File: src/hdl/ltje_cfg.svh
/*
  Constants for the literal transfer and jump execution block: opcodes,
  instruction field positions, special destination codes and reset values.
  Assumes the including file is compiled after nothing that defines these.
*/
`ifndef LTJE_CFG_SVH
`define LTJE_CFG_SVH

// ****************************************************************
// Opcodes and field positions (bit 15 of the word is its MSB).
// ****************************************************************
`define LTJE_OP_LITERAL   3'h6
`define LTJE_OP_JUMP      3'h7
`define LTJE_OP_MSB       15
`define LTJE_OP_LSB       13
`define LTJE_DST_MSB      12
`define LTJE_DST_LSB      8
`define LTJE_POS_MSB      7
`define LTJE_POS_LSB      5
`define LTJE_LEN_MSB      7
`define LTJE_LEN_LSB      5
`define LTJE_BFPOS_MSB    10
`define LTJE_BFPOS_LSB    8
`define LTJE_BANK_MSB     12
`define LTJE_BANK_LSB     11

// ****************************************************************
// Destination codes (octal values written in hex).
// ****************************************************************
`define LTJE_D_LEFT_ADDR  5'h07
`define LTJE_D_RIGHT_ADDR 5'h0F
`define LTJE_D_LEFT_DATA  5'h0A
`define LTJE_D_RIGHT_DATA 5'h0B
`define LTJE_BANK_LEFT    2'h2
`define LTJE_BANK_RIGHT   2'h3

// ****************************************************************
// Register map and reset values.
// ****************************************************************
`define LTJE_ADDR_CTRL    8'h00
`define LTJE_ADDR_INSTR   8'h04
`define LTJE_ADDR_STATUS  8'h08
`define LTJE_ADDR_LPORT   8'h0C
`define LTJE_ADDR_RPORT   8'h10
`define LTJE_ADDR_REGRD   8'h14
`define LTJE_RST_PC       13'h0000
`define LTJE_RST_BYTE     8'h00

`endif

File: src/hdl/ltje_pkg.sv
/*
  Types shared by the literal transfer and jump execution block.
  Assumes ltje_cfg.svh supplies the numeric constants.
*/
package ltje_pkg;

  typedef struct packed {
    logic       valid;
    logic       bank_right;
    logic [7:0] data;
  } ltje_port_wr_t;

  typedef struct packed {
    logic       valid;
    logic       bank_right;
    logic [7:0] addr;
  } ltje_port_sel_t;

  typedef enum logic [2:0] {
    LTJE_IDLE  = 3'b001,
    LTJE_EXEC  = 3'b010,
    LTJE_MERGE = 3'b100
  } ltje_state_t;

endpackage : ltje_pkg

File: src/hdl/ltje_regfile.sv
/*
  Working register file of sixteen bytes with a registered read port.
  Assumes a single clock and one write per cycle.
*/
`timescale 1ns/1ps
`default_nettype none
module ltje_regfile (
  input  wire logic       clk_sys,
  input  wire logic       sys_rst,
  input  wire logic       we,
  input  wire logic [3:0] waddr,
  input  wire logic [7:0] wdata,
  input  wire logic [3:0] raddr,
  output var  logic [7:0] rdata_q
);
  logic [7:0] mem_q [16];

  always_ff @(posedge clk_sys or posedge sys_rst) begin
    if (sys_rst) begin
      for (int i = 0; i < 16; i++) begin
        mem_q[i] <= 8'h00;
      end
    end else if (we) begin
      mem_q[waddr] <= wdata;
    end
  end

  always_ff @(posedge clk_sys or posedge sys_rst) begin
    if (sys_rst) begin
      rdata_q <= 8'h00;
    end else begin
      rdata_q <= mem_q[raddr];
    end
  end
endmodule : ltje_regfile
`default_nettype wire

File: src/hdl/ltje_merge.sv
/*
  Combinational bit field shifter and merger for the bit-field port write.
  Assumes the caller presents latched port data and instruction fields.
*/
`timescale 1ns/1ps
`default_nettype none
module ltje_merge (
  input  wire logic [7:0] latched,
  input  wire logic [4:0] literal,
  input  wire logic [2:0] pos,
  input  wire logic [2:0] len,
  output var  logic [7:0] merged
);
  logic [3:0]  width;
  logic [15:0] mask16;
  logic [15:0] field16;
  logic [7:0]  mask;

  always_comb begin
    width   = (len == 3'h0) ? 4'h8 : {1'b0, len};
    // Only five literal bits exist; longer fields get zeros above them.
    field16 = {11'h000, literal} << pos;
    mask16  = (16'h00FF >> (4'h8 - width)) << pos;
    // Bits shifted past the port edge are dropped, as on a byte port.
    mask    = mask16[7:0];
    merged  = (latched & ~mask) | (field16[7:0] & mask);
  end
endmodule : ltje_merge
`default_nettype wire

File: src/hdl/ltje_exec.sv
/*
  Execution unit for the literal transfer and jump instruction groups,
  with an AXI4-Lite slave through which software issues instructions,
  reads the working registers and observes program counter and ports.
  Assumes one clock, an active high asynchronous reset, and port input
  data coming from pins, so it is synchronised before use.
*/
`timescale 1ns/1ps
`default_nettype none
`include "ltje_cfg.svh"

// Behaviour
// - Register-literal load writes 8-bit literal into destination register.
// - Destinations 07/17 select port address, 12/13 write port data.
// - Plain load accepts codes 00-06, 11, 14-16; literal 0 to 377.
// - Port data write drives literal; bank data register stays unchanged.
// - Port data write: code 12 left bank, code 13 right bank.
// - Bit field sends low L literal bits; beyond five, zeros fill.
// - Bit field bank value 2 is left, 3 is right, others accepted but drive no port.
// - Literal shifted so its LSB lands at bit position 0 to 7.
// - Length 1-7 literal width; length 0 means full eight bits.
// - Bit field write is read, shift, merge under mask, output.
// - Port bits outside position and length field are preserved.
// - Bit field literal comes from a five-bit instruction field.
// - Address select enables port at literal and stores literal.
// - Code 07 left bank register 7; code 17 right register 17.
// - Jump loads 13-bit field into program counter and address register.
// - Jump target spans program addresses 0 through 8191.
module ltje_exec
  import ltje_pkg::*;
(
  input  wire  logic        clk_sys,
  input  wire  logic        sys_rst,
  input  wire  logic [7:0]  left_port_in,
  input  wire  logic [7:0]  right_port_in,
  output var   logic [7:0]  left_port_out_q,
  output var   logic [7:0]  right_port_out_q,
  output var   logic        left_port_oe_q,
  output var   logic        right_port_oe_q,
  output var   logic [7:0]  left_sel_addr_q,
  output var   logic [7:0]  right_sel_addr_q,
  output var   logic        left_sel_q,
  output var   logic        right_sel_q,
  output var   logic [12:0] pc_q,
  output var   logic [12:0] prog_addr_q,
  input  wire  logic [7:0]  s_axi_awaddr,
  input  wire  logic        s_axi_awvalid,
  output var   logic        s_axi_awready,
  input  wire  logic [31:0] s_axi_wdata,
  input  wire  logic [3:0]  s_axi_wstrb,
  input  wire  logic        s_axi_wvalid,
  output var   logic        s_axi_wready,
  output var   logic [1:0]  s_axi_bresp,
  output var   logic        s_axi_bvalid,
  input  wire  logic        s_axi_bready,
  input  wire  logic [7:0]  s_axi_araddr,
  input  wire  logic        s_axi_arvalid,
  output var   logic        s_axi_arready,
  output var   logic [31:0] s_axi_rdata,
  output var   logic [1:0]  s_axi_rresp,
  output var   logic        s_axi_rvalid,
  input  wire  logic        s_axi_rready
);

  // ****************************************************************
  // Field decoding.
  // ****************************************************************
  function automatic logic is_plain_dest(input logic [4:0] d);
    case (d)
      5'h00, 5'h01, 5'h02, 5'h03, 5'h04, 5'h05, 5'h06,
      5'h09, 5'h0C, 5'h0D, 5'h0E: is_plain_dest = 1'b1;
      default: is_plain_dest = 1'b0;
    endcase
  endfunction : is_plain_dest

  function automatic logic [3:0] reg_index(input logic [4:0] d);
    reg_index = {d[3], d[2:0]};
  endfunction : reg_index

  // ****************************************************************
  // Port input synchronisers.
  // ****************************************************************
  logic [7:0] lin_meta_q;
  logic [7:0] lin_q;
  logic [7:0] rin_meta_q;
  logic [7:0] rin_q;

  always_ff @(posedge clk_sys or posedge sys_rst) begin
    if (sys_rst) begin
      lin_meta_q <= `LTJE_RST_BYTE;
      lin_q      <= `LTJE_RST_BYTE;
      rin_meta_q <= `LTJE_RST_BYTE;
      rin_q      <= `LTJE_RST_BYTE;
    end else begin
      lin_meta_q <= left_port_in;
      lin_q      <= lin_meta_q;
      rin_meta_q <= right_port_in;
      rin_q      <= rin_meta_q;
    end
  end

  // ****************************************************************
  // AXI4-Lite write path.
  // ****************************************************************
  logic        aw_held_q;
  logic        w_held_q;
  logic [7:0]  awaddr_q;
  logic [31:0] wdata_q;
  logic [3:0]  wstrb_q;
  logic        ctrl_halt_q;
  logic [15:0] instr_q;
  logic        issue_q;
  logic        refused_q;
  logic        wr_go;

  assign wr_go = aw_held_q && w_held_q && !s_axi_bvalid;

  always_ff @(posedge clk_sys or posedge sys_rst) begin
    if (sys_rst) begin
      aw_held_q     <= 1'b0;
      w_held_q      <= 1'b0;
      s_axi_awready <= 1'b0;
      s_axi_wready  <= 1'b0;
      awaddr_q      <= 8'h00;
      wdata_q       <= 32'h0000_0000;
      wstrb_q       <= 4'h0;
    end else begin
      s_axi_awready <= !aw_held_q && !s_axi_awready && s_axi_awvalid;
      s_axi_wready  <= !w_held_q && !s_axi_wready && s_axi_wvalid;
      if (s_axi_awvalid && s_axi_awready) begin
        aw_held_q <= 1'b1;
        awaddr_q  <= s_axi_awaddr;
      end else if (wr_go) begin
        aw_held_q <= 1'b0;
      end
      if (s_axi_wvalid && s_axi_wready) begin
        w_held_q <= 1'b1;
        wdata_q  <= s_axi_wdata;
        wstrb_q  <= s_axi_wstrb;
      end else if (wr_go) begin
        w_held_q <= 1'b0;
      end
    end
  end

  // A new instruction is refused while a bit-field merge is still open.
  ltje_state_t state_q;

  always_ff @(posedge clk_sys or posedge sys_rst) begin
    if (sys_rst) begin
      s_axi_bvalid <= 1'b0;
      s_axi_bresp  <= 2'h0;
      ctrl_halt_q  <= 1'b0;
      instr_q      <= 16'h0000;
      issue_q      <= 1'b0;
    end else begin
      issue_q <= 1'b0;
      if (s_axi_bvalid && s_axi_bready) begin
        s_axi_bvalid <= 1'b0;
      end
      if (wr_go) begin
        s_axi_bvalid <= 1'b1;
        s_axi_bresp  <= 2'h0;
        case (awaddr_q)
          `LTJE_ADDR_CTRL: begin
            if (wstrb_q[0]) begin
              ctrl_halt_q <= wdata_q[0];
            end
          end
          `LTJE_ADDR_INSTR: begin
            if (ctrl_halt_q || state_q != LTJE_IDLE) begin
              s_axi_bresp <= 2'h2;
            end else begin
              instr_q <= wdata_q[15:0];
              issue_q <= 1'b1;
            end
          end
          `LTJE_ADDR_STATUS, `LTJE_ADDR_LPORT, `LTJE_ADDR_RPORT,
          `LTJE_ADDR_REGRD: begin
            s_axi_bresp <= 2'h0;
          end
          default: begin
            s_axi_bresp <= 2'h2;
          end
        endcase
      end
    end
  end

  // ****************************************************************
  // Instruction execution.
  // ****************************************************************
  logic [2:0] opcode;
  logic [4:0] dst;
  logic [1:0] bank;
  logic [7:0] merged;
  logic       rf_we;
  logic [3:0] rf_waddr;
  logic [3:0] rf_raddr_q;
  logic [7:0] rf_rdata;
  logic [7:0] latch_q;
  logic       merge_right_q;

  assign opcode = instr_q[`LTJE_OP_MSB:`LTJE_OP_LSB];
  assign dst    = instr_q[`LTJE_DST_MSB:`LTJE_DST_LSB];
  assign bank   = instr_q[`LTJE_BANK_MSB:`LTJE_BANK_LSB];

  ltje_merge u_merge (
    .latched (latch_q),
    .literal (instr_q[4:0]),
    .pos     (instr_q[`LTJE_BFPOS_MSB:`LTJE_BFPOS_LSB]),
    .len     (instr_q[`LTJE_LEN_MSB:`LTJE_LEN_LSB]),
    .merged  (merged)
  );

  always_comb begin
    rf_we    = 1'b0;
    rf_waddr = reg_index(dst);
    if (state_q == LTJE_EXEC && opcode == `LTJE_OP_LITERAL) begin
      if (is_plain_dest(dst)) begin
        rf_we = 1'b1;
      end else if (dst == `LTJE_D_LEFT_ADDR
                   || dst == `LTJE_D_RIGHT_ADDR) begin
        rf_we = 1'b1;
      end
    end
  end

  ltje_regfile u_regs (
    .clk_sys (clk_sys),
    .sys_rst (sys_rst),
    .we      (rf_we),
    .waddr   (rf_waddr),
    .wdata   (instr_q[7:0]),
    .raddr   (rf_raddr_q),
    .rdata_q (rf_rdata)
  );

  logic bitfield;
  assign bitfield = opcode == `LTJE_OP_LITERAL && !is_plain_dest(dst)
                    && dst != `LTJE_D_LEFT_ADDR && dst != `LTJE_D_RIGHT_ADDR
                    && dst != `LTJE_D_LEFT_DATA && dst != `LTJE_D_RIGHT_DATA;

  always_ff @(posedge clk_sys or posedge sys_rst) begin
    if (sys_rst) begin
      state_q          <= LTJE_IDLE;
      pc_q             <= `LTJE_RST_PC;
      prog_addr_q      <= `LTJE_RST_PC;
      left_port_out_q  <= `LTJE_RST_BYTE;
      right_port_out_q <= `LTJE_RST_BYTE;
      left_port_oe_q   <= 1'b0;
      right_port_oe_q  <= 1'b0;
      left_sel_addr_q  <= `LTJE_RST_BYTE;
      right_sel_addr_q <= `LTJE_RST_BYTE;
      left_sel_q       <= 1'b0;
      right_sel_q      <= 1'b0;
      latch_q          <= `LTJE_RST_BYTE;
      merge_right_q    <= 1'b0;
    end else begin
      left_port_oe_q  <= 1'b0;
      right_port_oe_q <= 1'b0;
      case (state_q)
        LTJE_IDLE: begin
          if (issue_q) begin
            state_q <= LTJE_EXEC;
          end
        end
        LTJE_EXEC: begin
          state_q <= LTJE_IDLE;
          if (opcode == `LTJE_OP_JUMP) begin
            pc_q        <= instr_q[12:0];
            prog_addr_q <= instr_q[12:0];
          end else if (opcode == `LTJE_OP_LITERAL) begin
            pc_q        <= pc_q + 13'h0001;
            prog_addr_q <= pc_q + 13'h0001;
            if (dst == `LTJE_D_LEFT_DATA) begin
              left_port_out_q <= instr_q[7:0];
              left_port_oe_q  <= 1'b1;
            end else if (dst == `LTJE_D_RIGHT_DATA) begin
              right_port_out_q <= instr_q[7:0];
              right_port_oe_q  <= 1'b1;
            end else if (dst == `LTJE_D_LEFT_ADDR) begin
              left_sel_addr_q <= instr_q[7:0];
              left_sel_q      <= 1'b1;
              right_sel_q     <= 1'b0;
            end else if (dst == `LTJE_D_RIGHT_ADDR) begin
              right_sel_addr_q <= instr_q[7:0];
              right_sel_q      <= 1'b1;
              left_sel_q       <= 1'b0;
            end else if (bitfield && (bank == `LTJE_BANK_LEFT
                         || bank == `LTJE_BANK_RIGHT)) begin
              merge_right_q <= bank == `LTJE_BANK_RIGHT;
              latch_q <= (bank == `LTJE_BANK_RIGHT) ? rin_q : lin_q;
              state_q <= LTJE_MERGE;
            end
          end
        end
        LTJE_MERGE: begin
          state_q <= LTJE_IDLE;
          if (merge_right_q) begin
            right_port_out_q <= merged;
            right_port_oe_q  <= 1'b1;
          end else begin
            left_port_out_q <= merged;
            left_port_oe_q  <= 1'b1;
          end
        end
        default: begin
          state_q <= LTJE_IDLE;
        end
      endcase
    end
  end

  // ****************************************************************
  // AXI4-Lite read path.
  // ****************************************************************
  // Register reads take no extra cycle; the registered file output already follows rf_raddr_q.
  logic       rd_wait_q;
  logic [7:0] rd_addr_q;

  always_ff @(posedge clk_sys or posedge sys_rst) begin
    if (sys_rst) begin
      s_axi_arready <= 1'b0;
      s_axi_rvalid  <= 1'b0;
      s_axi_rdata   <= 32'h0000_0000;
      s_axi_rresp   <= 2'h0;
      rd_wait_q     <= 1'b0;
      rd_addr_q     <= 8'h00;
    end else begin
      s_axi_arready <= 1'b0;
      if (s_axi_rvalid && s_axi_rready) begin
        s_axi_rvalid <= 1'b0;
      end
      if (s_axi_arvalid && !s_axi_arready && !rd_wait_q
          && !s_axi_rvalid) begin
        s_axi_arready <= 1'b1;
        rd_wait_q     <= 1'b1;
        rd_addr_q     <= s_axi_araddr;
      end else if (rd_wait_q && !s_axi_arready) begin
        rd_wait_q    <= 1'b0;
        s_axi_rvalid <= 1'b1;
        s_axi_rresp  <= 2'h0;
        case (rd_addr_q)
          `LTJE_ADDR_CTRL:   s_axi_rdata <= {31'h0, ctrl_halt_q};
          `LTJE_ADDR_INSTR:  s_axi_rdata <= {16'h0000, instr_q};
          `LTJE_ADDR_STATUS: s_axi_rdata <= {16'h0000, state_q == LTJE_IDLE,
                                             2'h0, pc_q};
          `LTJE_ADDR_LPORT:  s_axi_rdata <= {16'h0000, lin_q,
                                             left_port_out_q};
          `LTJE_ADDR_RPORT:  s_axi_rdata <= {16'h0000, rin_q,
                                             right_port_out_q};
          `LTJE_ADDR_REGRD:  s_axi_rdata <= {20'h00000, rf_raddr_q,
                                             rf_rdata};
          default: begin
            s_axi_rdata <= 32'h0000_0000;
            s_axi_rresp <= 2'h2;
          end
        endcase
      end
    end
  end

  // Register read index is written through the read-back register.
  always_ff @(posedge clk_sys or posedge sys_rst) begin
    if (sys_rst) begin
      rf_raddr_q <= 4'h0;
    end else if (wr_go && awaddr_q == `LTJE_ADDR_REGRD && wstrb_q[1]) begin
      rf_raddr_q <= wdata_q[11:8];
    end
  end

endmodule : ltje_exec
`default_nettype wire

File: config.mk
export PLATFORM = sky130hd
export DESIGN_NAME = ltje_exec
export DESIGN_NICKNAME = d
export VERILOG_FILES = /design/src/hdl/ltje_pkg.sv /design/src/hdl/ltje_regfile.sv /design/src/hdl/ltje_merge.sv /design/src/hdl/ltje_exec.sv
export VERILOG_INCLUDE_DIRS = /design/src /design/src/hdl
export SDC_FILE = /design/constraint.sdc
export NUM_CORES = 1
export LEC_CHECK = 0
export BUFFER_PORTS_ARGS = -buffer_cell sky130_fd_sc_hd__buf_2
export CAP_MARGIN = 20
export CORE_MARGIN = 2
export CORE_UTILIZATION = 38
export CTS_BUF_LIST = sky130_fd_sc_hd__clkbuf_16
export CTS_CLUSTER_DIAMETER = 120
export DETAILED_ROUTE_END_ITERATION = 12
export GPL_TIMING_DRIVEN = 0
export HOLD_SLACK_MARGIN = 0.08
export PLACE_DENSITY = 0.68
export SLEW_MARGIN = 20
export SYNTH_ARGS = -nofsm -noshare
export SYNTH_HDL_FRONTEND = slang
export SYNTH_HIERARCHICAL = 1
export SYNTH_SLANG_ARGS = --single-unit
export TNS_END_PERCENT = 10
File: constraint.sdc
create_clock -name clk_sys -period 13.8 [get_ports clk_sys]
set_input_delay 0.69 -clock clk_sys [delete_from_list [all_inputs] [get_ports clk_sys]]
set_output_delay 0.69 -clock clk_sys [all_outputs]
set_load 0.01 [all_outputs]
==> flow_summary.json <==
{
  "hold_path.class": "in2async",
  "vdd_ir_drop_max_mv": 0.0801,
  "synthToLayoutAreaGrowth_pct": 17.8,
  "route.detailed.drc": 0,
  "drt_pass1_iterations": 5,
  "grt_pass1_wl_mm": 57.1,
  "drt_wl_total_mm": 36.8,
  "critPathMaxStageDelay_ns": 0.76,
  "worst-path-buf-inv": 1,
  "placed_area_um2": 16000,
  "dp_hpwl_mm": 25.7,
  "period_needed_ns": 3.69,
  "yosys.area_share.simple_pct": 8.22,
  "setup.worst_path.start_class": "flop",
  "clockPowerShare_pct": 37.8,
  "crit_chain": "nor3b_4 > nand3_4 > clkbuf_1 > a2111oi_2 > nand2_2 > nor3_2 > mux2_2",
  "netlist_area_um2": 14500,
  "period_share_pct": 26.8,
  "synthAdderAreaFrac_pct": 0.173,
  "overflow": 0,
  "antenna_found_initial": 0,
  "crit_fanout": 10,
  "synth_cell_types": 79,
  "cts_hold_buf": 0,
  "seq_area_frac_synth_pct": 53.8,
  "synth_top_family_by_area": "multiplexers",
  "intPower_mw": 1.70,
  "cts_tree": "built",
  "p_comb_share_pct": 16.6,
  "crit_path_end_kind": "flop",
  "die_h_um": 199,
  "final_cell_area_um2": 17000,
  "synthFlopType": "dfrtp_1",
  "synth_mux_area_share_pct": 26.5,
  "max_freq_ghz": 0.271,
  "crit_family": "simple AND/OR/NAND/NOR gates",
  "setup-violations-final": 0,
  "leakagePower_nw": 8.19,
  "ys_warn_count": 6,
  "setup_tns_ns": 0,
  "die-area_um2": 39600,
  "synth_edf_count": 0,
  "postCtsSetupBuffers": 0,
  "seqPwrFrac_pct": 45.6,
  "clk_pin_slew_ns": 0.06,
  "slew_violations": 0,
  "drt_iter0_drc": 648,
  "ys_ff_latch": 311,
  "drive_gt1_share_pct": 44.3,
  "p_sw_share_pct": 28.3,
  "ctsResizeCount": 0,
  "max_cap_violations": 0,
  "cp.required_ns": 14.19,
  "grt_util_all_layers_pct": 18.8,
  "diodes": 0,
  "fin_ws_ns": 10.11,
  "max_slew_margin_pct": 31.7,
  "numPortBuffers": 141,
  "ant_nets": 0,
  "synth_compound_area_share_pct": 6.91,
  "htree_levels": 2,
  "grt_pass1_vias": 9724,
  "cts-buffers-inserted": 34,
  "crit_type": "reg2reg",
  "grt_max_degree": 95,
  "core_area_um2": 37600,
  "rsz0062_at_grt": "no",
  "clockRootBuffer": "clkbuf_16",
  "hold-worst-slack_ns": 0.220,
  "switchingPower_mw": 0.673,
  "crit_slowest_cell": "nor3_2",
  "fin_nets": 1334,
  "status": "completed",
  "vias_per_cell": 5.37,
  "fin_skew_ns": 0.0184,
  "arrival_ns": 4.08,
  "cts.sinks": 311,
  "yosys.area_share.xor_xnor_pct": 0,
  "fillCellCount": 3378,
  "start_util_pct": 38.5,
  "wl_per_cell_um": 20.6,
  "synthArstFlopShare_pct": 100,
  "syn_inst": 1061,
  "routabilityCongestion": 0.846,
  "rows": 71,
  "synth.avg_cell_area_um2": 13.6,
  "pwr_density_cell_nw_per_um2": 139,
  "cts_buffer_depth": 3,
  "tightest_slew_ns": 1.02,
  "dr_total_vias": 9620,
  "place_ws_ns": 10.19,
  "fin_util_pct": 45.4,
  "ios": 178,
  "hold_viol": 0,
  "worstSkewPairLatency_ns": 0.52,
  "die_w_um": 199
}
layout make-up:
type,instances,area (µm²),area share (%)
flip-flops and latches,311,7780,45.7
inverters,18,82.6,0.484
well taps,511,639,3.75
plain buffers,94,561,3.29
clock buffers,35,876,5.14
multi-input cells,655,6120,35.9
repair buffers,143,761,4.46
clock inverters,24,219,1.28
power groups by stage:
| stage | logic (mW) | registers [mW] | clock network (mW) |
|---|---|---|---|
| floorplan | 0.292 | 1.06 | 0 |
| global placement | 0.383 | 1.10 | 0 |
| detailed placement | 0.394 | 1.10 | 0 |
| CTS | 0.395 | 1.08 | 0.917 |
| global route | 0.433 | 1.10 | 0.954 |
| finish | 0.395 | 1.08 | 0.897 |
cell families after synthesis:
kind of cell             count (synthesis)
AND/OR/NAND/NOR                        197
buffers and inverters                  112
other                                    1
AO/OA/AOI/OAI                          135
flip-flops                             311
multiplexers                           303
adder cells (fa/ha/maj)                  2
Yosys cell counts (all sizes together) (18+ instances only):
cell / count / share of area [%]
mux2: 243 / 19
inv: 18 / 0.47
nor2: 32 / 0.93
buf: 67 / 3.2
mux2i: 26 / 1.8
nand2: 52 / 1.4
clkbuf: 27 / 0.70
mux4: 34 / 5.3
nand3: 21 / 0.81
dfrtp: 310 / 54
o21ai: 19 / 0.66
a22oi: 33 / 1.7
a21oi: 27 / 1.1
registers in the layout, summed over array words and instances, names as in the netlist, 13 cells and up:
name          flops
s_axi_rdata      16
instr_q          16
u_regs/mem_q    128
wdata_q          16
prog_addr_q      13
path summary, 6_finish.rpt:
kind | to | slack, ns | from | cells past startpoint
setup reg to reg | u_regs/mem_q[30] | 10.11 | state_q[2] | 7
min in group clk_sys | lin_meta_q[4] | 0.27 | left_port_in[4] | 1
max in group asynchronous | prog_addr_q[0] | 12.60 | sys_rst | 3
hold / removal | u_regs/mem_q[98] | 0.22 | sys_rst | 2
setup / recovery | u_regs/mem_q[30] | 10.11 | state_q[2] | 7
hold reg to reg | rin_q[7] | 0.35 | rin_meta_q[7] | 0
routing by layer:
metal / vias to the layer above / wire length (µm) / track usage (%)
met5: - / 0 / 0
met4: 0 / 726 / 4.73
met3: 58 / 1960 / 2.67
met2: 299 / 17400 / 30.2
met1: 4973 / 16700 / 26.9
li1: 4290 / - / -
stage by stage:
stage / cells / power, mW
final: 1791 / 2.38
after global placement: 1730 / 1.48
after floorplan: 1078 / 1.35
after detailed placement: 1732 / 1.49
after CTS: 1791 / 2.40
after global routing: 1791 / 2.48
layout by cell type, fill, tap and decap left out, drive strengths merged, types with 11 or more instances in the layout:
master / n
dfrtp: 310
mux2: 243
buf: 210
clkbuf: 62
nand2: 52
mux4: 34
a22oi: 33
nor2: 32
a21oi: 27
mux2i: 26
nand3: 21
inv: 21
o21ai: 19
conb: 18
clkinv: 15
nand2b: 13
o221ai: 12
nor3: 11
No activity file was read; power rests on OpenSTA's default activity.
